<file path="src/logic/fees_consts.svh">
// Register offsets, field positions, reset values and timing counts
// Assumes inclusion by bare name from the estimator/synchronizer top and from its bench
`ifndef FEES_CONSTS_SVH
`define FEES_CONSTS_SVH

// ==========================================================
// Register offsets
`define FEES_ADDR_FILTER   7'h01
`define FEES_ADDR_SYNCSEL  7'h06
`define FEES_ADDR_RATEREF  7'h07
`define FEES_ADDR_FEECTL   7'h15
`define FEES_ADDR_FEERES   7'h16

// ==========================================================
// Field positions
`define FEES_SYNC_EXP_HI   3
`define FEES_SYNC_EXP_LO   1
`define FEES_RATE_EXP_TOP  0
`define FEES_RATE_EXP_HI   7
`define FEES_RATE_EXP_LO   6
`define FEES_REFK_HI       5
`define FEES_MODE_HI       1
`define FEES_LEN_HI        3
`define FEES_LEN_LO        2

// ==========================================================
// Reset values and fixed read bits
`define FEES_FILTER_RST    4'h0
`define FEES_FILTER_FIXED  4'h8
`define FEES_SYNCSEL_RST   4'h0
`define FEES_RATEREF_RST   8'h01
`define FEES_FEECTL_RST    4'h0

// ==========================================================
// Timing counts
`define FEES_PRESCALE_FULL 7'h7F
`define FEES_SPAN_BASE     7'h08
`define FEES_OVERSAMPLE    16
`define FEES_SAMPLE_PHASE  4'h8
`define FEES_LOCK_BITS     22

`endif

</file>
<file path="src/logic/fees_pkg.sv">
// Types used by the frequency error estimator
// Assumes nothing of its surroundings
package fees_pkg;

    // ==========================================================
    // Estimator counting modes
    typedef enum logic [1:0]
    {
        FEES_MODE_OFF  = 2'h0,
        FEES_MODE_UP   = 2'h1,
        FEES_MODE_DN   = 2'h2,
        FEES_MODE_BOTH = 2'h3
    } fees_mode_t;

endpackage

</file>
<file path="src/logic/fees_buf2.sv">
// Small valid/ready buffer for received bits
// Assumes one clock and a synchronous active-high reset
module fees_buf2 #(
    parameter int W     = 1,
    parameter int DEPTH = 2
) (
    input  wire logic         mclk_in,    // Clock
    input  wire logic         reset_in,   // Sync reset, high
    input  wire logic         clr_in,     // Flush contents
    input  wire logic         s_valid_in, // Fill side valid
    output logic              s_ready_out,// Fill side ready
    input  wire logic [W-1:0] s_data_in,  // Fill side data
    output logic              m_valid_out,// Drain side valid
    input  wire logic         m_ready_in, // Drain side ready
    output logic [W-1:0]      m_data_out  // Drain side data
);
    localparam int AW = (DEPTH > 1) ? $clog2(DEPTH) : 1;

    logic [W-1:0] mem_q [DEPTH];
    logic [AW-1:0] wp_q;
    logic [AW-1:0] rp_q;
    logic [AW:0]   cnt_q;
    logic          push;
    logic          pop;

    assign s_ready_out = (cnt_q != (AW+1)'(DEPTH));
    assign m_valid_out = (cnt_q != '0);
    assign m_data_out  = mem_q[rp_q];
    assign push        = s_valid_in && s_ready_out;
    assign pop         = m_valid_out && m_ready_in;

    always_ff @(posedge mclk_in)
    begin
        if (push)
        begin
            mem_q[wp_q] <= s_data_in;
        end
    end

    always_ff @(posedge mclk_in)
    begin
        if (reset_in || clr_in)
        begin
            wp_q  <= '0;
            rp_q  <= '0;
            cnt_q <= '0;
        end
        else
        begin
            if (push)
            begin
                wp_q <= (wp_q == AW'(DEPTH - 1)) ? '0 : wp_q + 1'b1;
            end
            if (pop)
            begin
                rp_q <= (rp_q == AW'(DEPTH - 1)) ? '0 : rp_q + 1'b1;
            end
            cnt_q <= cnt_q + (AW+1)'(push) - (AW+1)'(pop);
        end
    end
endmodule

</file>
<file path="src/logic/fees_top.sv">
// Frequency error estimator and receive bit synchronizer
// Assumes mclk_in is the crystal-derived reference and inputs are synchronous
`include "fees_consts.svh"

// Notes on behaviour
// RQ1: Mode bits pick off, up, down, or both
// RQ2: Length bits set span 8, 16, 32, 64
// RQ3: Up pulse per one, down per zero
// RQ4: About twice modulation index pulses per symbol
// RQ5: Final 8-bit count readable, two's complement
// RQ6: Only down-counting modes give negative results
// RQ7: Counter wraps modulo 256 past signed range
// RQ8: Cleared at span start, held until next
// RQ9: Synchronizer runs in receive with enable set
// RQ10: Recovered clock runs at the bit rate
// RQ11: Data changes at recovered clock rising edge
// RQ12: Host samples on recovered clock falling edge
// RQ13: Host sets synchronizer clock sixteen times bit rate
// RQ14: Sync clock is crystal over divider times power
// RQ15: Six-bit divider 1..63 shared by clocks
// RQ16: Select fields at their documented bit positions
// RQ17: Lock reached within 22 received bits
// RQ18: Enable clear gives transparent data, no clock
module fees_top #(
    parameter int CNT_W = 8,
    parameter int PH_W  = 4
) (
    input  wire logic       mclk_in,                 // Reference clock
    input  wire logic       reset_in,                // Sync reset, high
    input  wire logic       reg_wr_in,               // Register write strobe
    input  wire logic [6:0] reg_addr_in,             // Register address
    input  wire logic [7:0] reg_wdata_in,            // Register write data
    output logic      [7:0] reg_rdata_out,           // Register read data
    input  wire logic       rx_mode_in,              // Receive mode active
    input  wire logic       sync_enable_in,          // Synchronous mode enable
    input  wire logic       demod_data_in,           // Demodulated data
    input  wire logic       up_pulse_in,             // Up pulse from demodulator
    input  wire logic       dn_pulse_in,             // Down pulse from demodulator
    input  wire logic       symbol_tick_in,          // One per received symbol
    input  wire logic       hold_in,                 // Receiver stall
    output logic            recovered_clock_pin_out, // Recovered data clock
    output logic            data_io_pin_out,         // Received data
    output logic            data_io_pin_oe_out,      // Data pin drive enable
    output logic            rate_tick_out,           // Bit-rate enable pulse
    output logic            sync_tick_out,           // Oversampling enable pulse
    output logic            bit_ready_out,           // Bit buffer can accept
    output logic            fee_busy_out             // Measurement running
);
    // ==========================================================
    // Helpers
    function automatic logic [6:0] pow_mask(input logic [2:0] e);
        pow_mask = `FEES_PRESCALE_FULL >> e;
    endfunction

    function automatic logic hit(input logic [6:0] c, input logic [2:0] e);
        hit = ((c & pow_mask(e)) == pow_mask(e));
    endfunction

    // ==========================================================
    // Register file
    logic [3:0]       filt_q;
    logic [3:0]       syncsel_q;
    logic [7:0]       rateref_q;
    logic [3:0]       feectl_q;
    logic [CNT_W-1:0] cnt_q;
    logic [6:0]       sym_q;
    logic             busy_q;
    logic [7:0]       rdata_q;
    logic             wr_ctl;

    assign wr_ctl = reg_wr_in && (reg_addr_in == `FEES_ADDR_FEECTL);

    always_ff @(posedge mclk_in)
    begin
        if (reset_in)
        begin
            filt_q    <= `FEES_FILTER_RST;
            syncsel_q <= `FEES_SYNCSEL_RST;
            rateref_q <= `FEES_RATEREF_RST;
            feectl_q  <= `FEES_FEECTL_RST;
        end
        else if (reg_wr_in)
        begin
            // RQ16 select fields placement
            case (reg_addr_in)
                `FEES_ADDR_FILTER:  filt_q    <= reg_wdata_in[3:0];
                `FEES_ADDR_SYNCSEL: syncsel_q <= reg_wdata_in[3:0];
                `FEES_ADDR_RATEREF: rateref_q <= reg_wdata_in;
                `FEES_ADDR_FEECTL:  feectl_q  <= reg_wdata_in[3:0];
                default:            ;
            endcase
        end
    end

    // RQ5 result readback
    always_ff @(posedge mclk_in)
    begin
        if (reset_in)
        begin
            rdata_q <= 8'h00;
        end
        else
        begin
            case (reg_addr_in)
                `FEES_ADDR_FILTER:  rdata_q <= {`FEES_FILTER_FIXED, filt_q};
                `FEES_ADDR_SYNCSEL: rdata_q <= {4'h0, syncsel_q};
                `FEES_ADDR_RATEREF: rdata_q <= rateref_q;
                `FEES_ADDR_FEECTL:  rdata_q <= {4'h0, feectl_q};
                `FEES_ADDR_FEERES:  rdata_q <= 8'(cnt_q);
                default:            rdata_q <= 8'h00;
            endcase
        end
    end

    assign reg_rdata_out = rdata_q;

    // ==========================================================
    // Frequency error estimator
    fees_pkg::fees_mode_t mode;
    logic [6:0]           span;
    logic                 last_sym;
    logic                 cnt_up;
    logic                 cnt_dn;

    assign mode = fees_pkg::fees_mode_t'(feectl_q[`FEES_MODE_HI:0]);
    // RQ2 span of 8 shifted by length code
    assign span = `FEES_SPAN_BASE << feectl_q[`FEES_LEN_HI:`FEES_LEN_LO];
    assign last_sym = symbol_tick_in && ((sym_q + 7'h01) == span);
    // RQ1 mode gates which pulses count
    // RQ6 only down-counting modes decrement
    assign cnt_up = up_pulse_in && (mode == fees_pkg::FEES_MODE_UP
                                    || mode == fees_pkg::FEES_MODE_BOTH);
    assign cnt_dn = dn_pulse_in && (mode == fees_pkg::FEES_MODE_DN
                                    || mode == fees_pkg::FEES_MODE_BOTH);

    always_ff @(posedge mclk_in)
    begin
        if (reset_in)
        begin
            busy_q <= 1'b0;
            sym_q  <= 7'h00;
        end
        // RQ8 new span starts on control write
        else if (wr_ctl)
        begin
            busy_q <= (reg_wdata_in[`FEES_MODE_HI:0] != 2'h0);
            sym_q  <= 7'h00;
        end
        else if (busy_q && symbol_tick_in)
        begin
            sym_q <= sym_q + 7'h01;
            // RQ2 stop after span symbols
            if (last_sym)
            begin
                busy_q <= 1'b0;
            end
        end
    end

    // Width covers 2x modulation index pulses per symbol over the span
    always_ff @(posedge mclk_in)
    begin
        if (reset_in)
        begin
            cnt_q <= '0;
        end
        // RQ8 clear at start of each span
        else if (wr_ctl)
        begin
            cnt_q <= '0;
        end
        // RQ3 up for ones, down for zeros
        // RQ4 counter sized for pulse rate
        // RQ7 plain modulo wrap, no saturation
        else if (busy_q && (cnt_up != cnt_dn))
        begin
            cnt_q <= cnt_up ? cnt_q + 1'b1 : cnt_q - 1'b1;
        end
    end

    assign fee_busy_out = busy_q;

    // ==========================================================
    // Shared reference divider and prescaler
    logic [5:0] ref_k;
    logic [5:0] refcnt_q;
    logic [6:0] pre_q;
    logic       ref_tick;
    logic [2:0] sync_exp;
    logic [2:0] rate_exp;

    // RQ15 zero treated as one to keep the divider alive
    assign ref_k    = (rateref_q[`FEES_REFK_HI:0] == 6'h00) ? 6'h01
                                                            : rateref_q[`FEES_REFK_HI:0];
    assign ref_tick = (refcnt_q >= ref_k - 6'h01);
    assign sync_exp = syncsel_q[`FEES_SYNC_EXP_HI:`FEES_SYNC_EXP_LO];
    assign rate_exp = {syncsel_q[`FEES_RATE_EXP_TOP],
                       rateref_q[`FEES_RATE_EXP_HI:`FEES_RATE_EXP_LO]};

    // RQ15 one divider feeds all rates
    always_ff @(posedge mclk_in)
    begin
        if (reset_in)
        begin
            refcnt_q <= 6'h00;
            pre_q    <= 7'h00;
        end
        else if (ref_tick)
        begin
            refcnt_q <= 6'h00;
            pre_q    <= pre_q + 7'h01;
        end
        else
        begin
            refcnt_q <= refcnt_q + 6'h01;
        end
    end

    // RQ14 divide by two to the power seven minus select
    assign sync_tick_out = ref_tick && hit(pre_q, sync_exp);
    assign rate_tick_out = ref_tick && hit(pre_q, rate_exp);

    // ==========================================================
    // Bit synchronizer
    logic            sync_on;
    logic [PH_W-1:0] ph_q;
    logic            prev_q;
    logic            edge_seen;
    logic            late;
    logic            early;
    logic            buf_valid;
    logic            buf_data;
    logic            push;
    logic            pop;
    logic            clk_q;
    logic            data_q;

    // RQ9 only in receive with enable set
    assign sync_on   = rx_mode_in && sync_enable_in;
    assign edge_seen = sync_tick_out && (demod_data_in != prev_q);
    assign late      = edge_seen && (ph_q != '0) && (ph_q < PH_W'(`FEES_SAMPLE_PHASE));
    assign early     = edge_seen && (ph_q > PH_W'(`FEES_SAMPLE_PHASE))
                                 && (ph_q != '1);
    // RQ13 sixteen phases per bit assumed
    assign push      = sync_on && sync_tick_out && (ph_q == PH_W'(`FEES_SAMPLE_PHASE));
    // RQ10 one rising clock per bit slot
    assign pop       = sync_on && sync_tick_out && (ph_q == '0) && !hold_in && buf_valid;

    // RQ17 one-step nudge per edge bounds lock time
    always_ff @(posedge mclk_in)
    begin
        if (reset_in || !sync_on)
        begin
            ph_q   <= '0;
            prev_q <= 1'b0;
        end
        else if (sync_tick_out)
        begin
            prev_q <= demod_data_in;
            if (early)
            begin
                ph_q <= ph_q + PH_W'(2);
            end
            else if (!late)
            begin
                ph_q <= ph_q + 1'b1;
            end
        end
    end

    // Two entries let a short receiver stall pass without losing a bit
    fees_buf2 #(
        .W     (1),
        .DEPTH (2)
    ) u_buf (
        .mclk_in     (mclk_in),
        .reset_in    (reset_in),
        .clr_in      (!sync_on),
        .s_valid_in  (push),
        .s_ready_out (bit_ready_out),
        .s_data_in   (demod_data_in),
        .m_valid_out (buf_valid),
        .m_ready_in  (pop),
        .m_data_out  (buf_data)
    );

    always_ff @(posedge mclk_in)
    begin
        if (reset_in)
        begin
            clk_q  <= 1'b0;
            data_q <= 1'b0;
        end
        // RQ18 transparent path, clock parked low
        else if (!sync_on)
        begin
            clk_q  <= 1'b0;
            data_q <= demod_data_in;
        end
        // RQ11 data and rising clock move together
        else if (pop)
        begin
            clk_q  <= 1'b1;
            data_q <= buf_data;
        end
        // RQ12 falling edge mid-slot for host sampling
        else if (sync_tick_out && ph_q == PH_W'(`FEES_SAMPLE_PHASE))
        begin
            clk_q <= 1'b0;
        end
    end

    assign recovered_clock_pin_out = clk_q;
    assign data_io_pin_out         = data_q;
    assign data_io_pin_oe_out      = rx_mode_in;
endmodule

</file>
<file path="config.mk">
export PLATFORM = sky130hd
export DESIGN_NAME = fees_top
export DESIGN_NICKNAME = d
export VERILOG_FILES = /design/src/logic/fees_pkg.sv /design/src/logic/fees_buf2.sv /design/src/logic/fees_top.sv
export VERILOG_INCLUDE_DIRS = /design/src /design/src/logic
export SDC_FILE = /design/constraint.sdc
export NUM_CORES = 1
export LEC_CHECK = 0
export ABC_AREA = 1
export BUFFER_PORTS_ARGS = -buffer_cell sky130_fd_sc_hd__clkbuf_2
export CAP_MARGIN = 0
export CORE_UTILIZATION = 30
export CTS_CLUSTER_DIAMETER = 60
export DETAILED_ROUTE_END_ITERATION = 16
export SETUP_SLACK_MARGIN = 0.15
export SYNTH_ARGS = -nofsm -noshare
export SYNTH_HDL_FRONTEND = slang
export SYNTH_SLANG_ARGS = --single-unit
export TNS_END_PERCENT = 20
</file>
<file path="constraint.sdc">
create_clock -name mclk_in -period 3.4 [get_ports mclk_in]
set_clock_uncertainty 0.1 [all_clocks]
set_input_delay 0 -clock mclk_in [delete_from_list [all_inputs] [get_ports mclk_in]]
set_output_delay 0 -clock mclk_in [all_outputs]
set_load 0.01 [all_outputs]
</file>
==> run summary <==
The first global-routing pass estimated 16000 µm of wire. Antenna diode instance count: 0. The vias per cell works out to 4.71.

The worst setup path is launched from a register. Adding up every negative setup slack in the final design gives 0 ns. The number of antenna violations at the first check in global routing came out at 0.

The count of buffers inserted at the top-level ports came out at 39. In this design, the stage delay of the slowest critical-path cell is 0.36 ns. By area the synthesized netlist is led by sky130_fd_sc_hd__dfxtp_1 (36%), sky130_fd_sc_hd__nand2_1 (11%), sky130_fd_sc_hd__a21oi_1 (7.5%).

Yosys mapped a number of flops with a built-in enable equal to 2. The run finished with clean final reports. The tools report the number of synthesis warnings as 0. The run gives 4 as the first-pass iteration count of the detailed router. In this run the clock root is driven by a sky130_fd_sc_hd__clkbuf_16.

The horizontal die dimension is 115 µm, and the worst-case headroom to the max-slew limit is 54.0%. In this run, synthesis produced a sequential element count of 71. Reg2reg setup slack: 0.36 ns. The tools report the critical path capture point type as a register. Data on the critical path arrives at its endpoint at 3.20 ns. Sequential share of the synthesized area: 37.5%.

For the pin with the worst max-slew slack, the measured transition is 0.689 ns. The region available for standard cell placement spans 12300 µm². The antenna violation net count after detailed routing was 0. After detailed routing, the average wire length per cell comes to 12.0 µm.

Library cell appearing most often on the critical path: sky130_fd_sc_hd__inv_1. By startpoint and endpoint, the worst setup path is classified as reg2reg. Clock latency on the worst-skew pair, taken at its later pin, is 0.33 ns. The logs give 9 for the number of CTS-inserted buffers and 2 for the deepest clock path buffer count. Counting flops with an async set or reset pin after synthesis yields a share of 0%.

The final weighted congestion in routability-driven placement is 0.794. After the first detailed-routing iteration, the DRC count stood at 159. The growth of design area from synthesis to finish works out to 24.6%. In the synthesized netlist, the cells that appear most often are sky130_fd_sc_hd__nand2_1 (117), sky130_fd_sc_hd__inv_1 (71), sky130_fd_sc_hd__dfxtp_1 (69). Final number of max-transition violations: 0.

The signal on the critical path passes through nor2_4, nand3_2, o21bai_1, inv_1, ha_2, nand3_1, xor2_1, inv_1, ha_4, nand2_2, o21a_1, nand2_2, nand3_4, inv_1, ha_1, inv_1, ha_1, or2_2, a21oi_2. sky130_fd_sc_hd__nand2_1 is the most common cell in the netlist. The floorplan has 40 rows. Including well taps, the total number of placed cells is 743.

The share of cells above drive strength 1 is 13.8%, and the post-detailed-routing wire length is 9420 µm. sky130_fd_sc_hd__dfxtp_1 takes more of the synthesized area than any other cell. Dividing total power by cell area gives a power density of 387 nW/µm².

Entering global routing, the biggest net connects 22 pins. In this run the worst path has a maximum fanout of 4. Counting every sink on the clock net gives 71. Synthesis handed over a netlist of 544 instances. Across the VDD grid, the largest voltage drop is 0.000176 V. The tools report the all-layer global routing usage as 15.2%. The die covers 13300 µm². Setup violations remaining at the end of the flow were counted as 0. For the post-route total power, the log shows 0.00186 W. The remaining design rule violation count is 0. The slowest cell on the critical path is sky130_fd_sc_hd__dfxtp_4.

The run gives 782 as the final cell count without fillers. The tightest min-delay check is of the in2reg type. Once the floorplan was initialized, standard cells occupied 31.4% of the core. The count of buffer and inverter cells on the critical path was 4. Summing every instance area after synthesis gives 3840 µm². The number of global-route vias before repair is 3557.

Of the available clock period, the critical path in the final layout requires 89.5%. For the max-capacitance violation count, the log shows 0. The tools report the final number of hold-violating endpoints as 0. For this run, the post-layout net count is 658. The dominant delay contributor by cell family on the critical path is simple AND/OR/NAND/NOR gates.

The tools report the number of nets in the synthesized netlist as 592. Pin placement for this block handled 40 I/O pins. Clock-pin transition on the worst setup and hold timing paths: 0.06 ns. Setup repair after global routing could not meet its margin everywhere.

The H-tree depth came out at 3. For this run, the top clock speed supported by timing is 0.329 GHz. The floorplan step set the die height to 115 µm. TritonCTS built the clock tree. The post-detailed-placement half-perimeter wirelength is 6980 µm, and the via count is 3680.

The critical path data required time was 3.56 ns; the top cell type's share of synthesized area was 35.9%. For this design the static power due to leakage is 2.02 nW. Counting I/O delays and the setup requirement, the final critical path takes 3.04 ns.

For the number of library cell types mapped by synthesis, the log shows 36. The synthesized area per cell is 7.07 µm², and the total congestion overflow after global routing is 0. The most common flop cell mapped by yosys was sky130_fd_sc_hd__dfxtp_1.
-- layout by cell type, fill, tap and decap left out, types with 3 or more instances in the layout --
master,Yosys,final
sky130_fd_sc_hd__nand2_1,117,115
sky130_fd_sc_hd__inv_1,71,69
sky130_fd_sc_hd__dfxtp_1,69,68
sky130_fd_sc_hd__a21oi_1,58,55
sky130_fd_sc_hd__nor2_1,47,46
sky130_fd_sc_hd__nand3_1,43,42
sky130_fd_sc_hd__clkbuf_2,0,38
sky130_fd_sc_hd__o21ai_0,37,37
sky130_fd_sc_hd__ha_1,22,20
sky130_fd_sc_hd__dlygate4sd3_1,0,18
sky130_fd_sc_hd__nand4_1,9,9
sky130_fd_sc_hd__xnor2_1,9,9
sky130_fd_sc_hd__clkbuf_16,0,9
sky130_fd_sc_hd__xor2_1,6,6
sky130_fd_sc_hd__buf_4,1,6
sky130_fd_sc_hd__nor3_1,5,5
sky130_fd_sc_hd__a211oi_1,6,5
sky130_fd_sc_hd__inv_2,2,4
sky130_fd_sc_hd__nand2_2,2,4
sky130_fd_sc_hd__or2_2,4,4
sky130_fd_sc_hd__o21bai_1,3,3
sky130_fd_sc_hd__a21oi_2,0,3
sky130_fd_sc_hd__o21a_1,3,3
sky130_fd_sc_hd__clkinv_1,3,3
-- report_power, final --
part           switching [W]  leakage, nW  internal, W
clock network       0.000357        0.135     0.000565
logic              0.0000514         1.31    0.0000360
registers         0.00000498        0.575     0.000841
-- through the flow --
step                      hold slack (ns)  util, %  setup slack [ns]  cell area [µm²]
after detailed placement            0.105     34.4             0.168             4220
after floorplan                  -0.00823        -             0.456             3840
final                              0.0165     39.1             0.358             4790
after CTS                          0.0159     38.3             0.126             4700
after global routing               0.0364     39.1            0.0966             4790
after global placement              0.105     34.4             0.378             4220
-- per-layer routing --
metal,GRT usage (%),wire [µm]
met1,18.4,4450
met2,25.9,4510
met3,2.95,286
met4,6.84,180
met5,0,0
-- worst register-to-register path, delay by kind of cell (launching register included) --
kind / cells / cell delay, ns
flip-flops: 1 / 0.36
XOR/XNOR: 1 / 0.15
AND/OR/NAND/NOR: 7 / 0.83
adder cells (fa/ha/maj): 4 / 0.77
buffers and inverters: 4 / 0.31
AO/OA/AOI/OAI: 3 / 0.47
-- registers in the layout, indices dropped and copies added, names as in the netlist, named ones only --
name and flops:
recovered_clock_pin_out 1, data_io_pin_out 1, refcnt_q 6, rateref_q 8, u_buf.mem_q 2, reg_rdata_out 8, feectl_q 4, fee_busy_out 1
pre_q 7, cnt_q 8, u_buf.rp_q 1, u_buf.wp_q 1, ph_q 4, u_buf.cnt_q 2, prev_q 1, syncsel_q 4
filt_q 4, sym_q 7
-- layout make-up --
cell class | count | area (µm²)
repair buffers | 64 | 432
multi-input cells | 388 | 2130
well taps | 168 | 210
fillers | 1275 | 7470
inverters | 76 | 285
clock inverters | 5 | 58.8
clock buffers | 10 | 229
flip-flops and latches | 71 | 1450
-- cells by family after synthesis --
logic type	after synthesis	synth area share (%)
and+or+nand+nor	236	27.0
AOI/OAI and AO/OA	113	15.8
buffers and inverters	85	8.40
DFF	71	37.5
adders and majority gates	23	7.68
xor gates and xnor gates	15	3.42
muxes	1	0.260
-- timing repair --
item,4_1_cts,5_1_grt
endpoints found under the hold margin,28,0
setup endpoints to repair,2,14
setup buffers,0,6
hold buffers,18,0
pin swaps,0,8
resized for setup,2,15
-- final timing paths --
kind	from	to	cells past startpoint
hold reg to reg	filt_q[0]	filt_q[0]	2
hold / removal	reg_addr_in[1]	reg_rdata_out[7]	5
setup reg to reg	rateref_q[2]	u_buf.cnt_q[1]	19
setup / recovery	rateref_q[2]	u_buf.cnt_q[1]	19
Note: power is estimated with default switching activity, not from simulation.
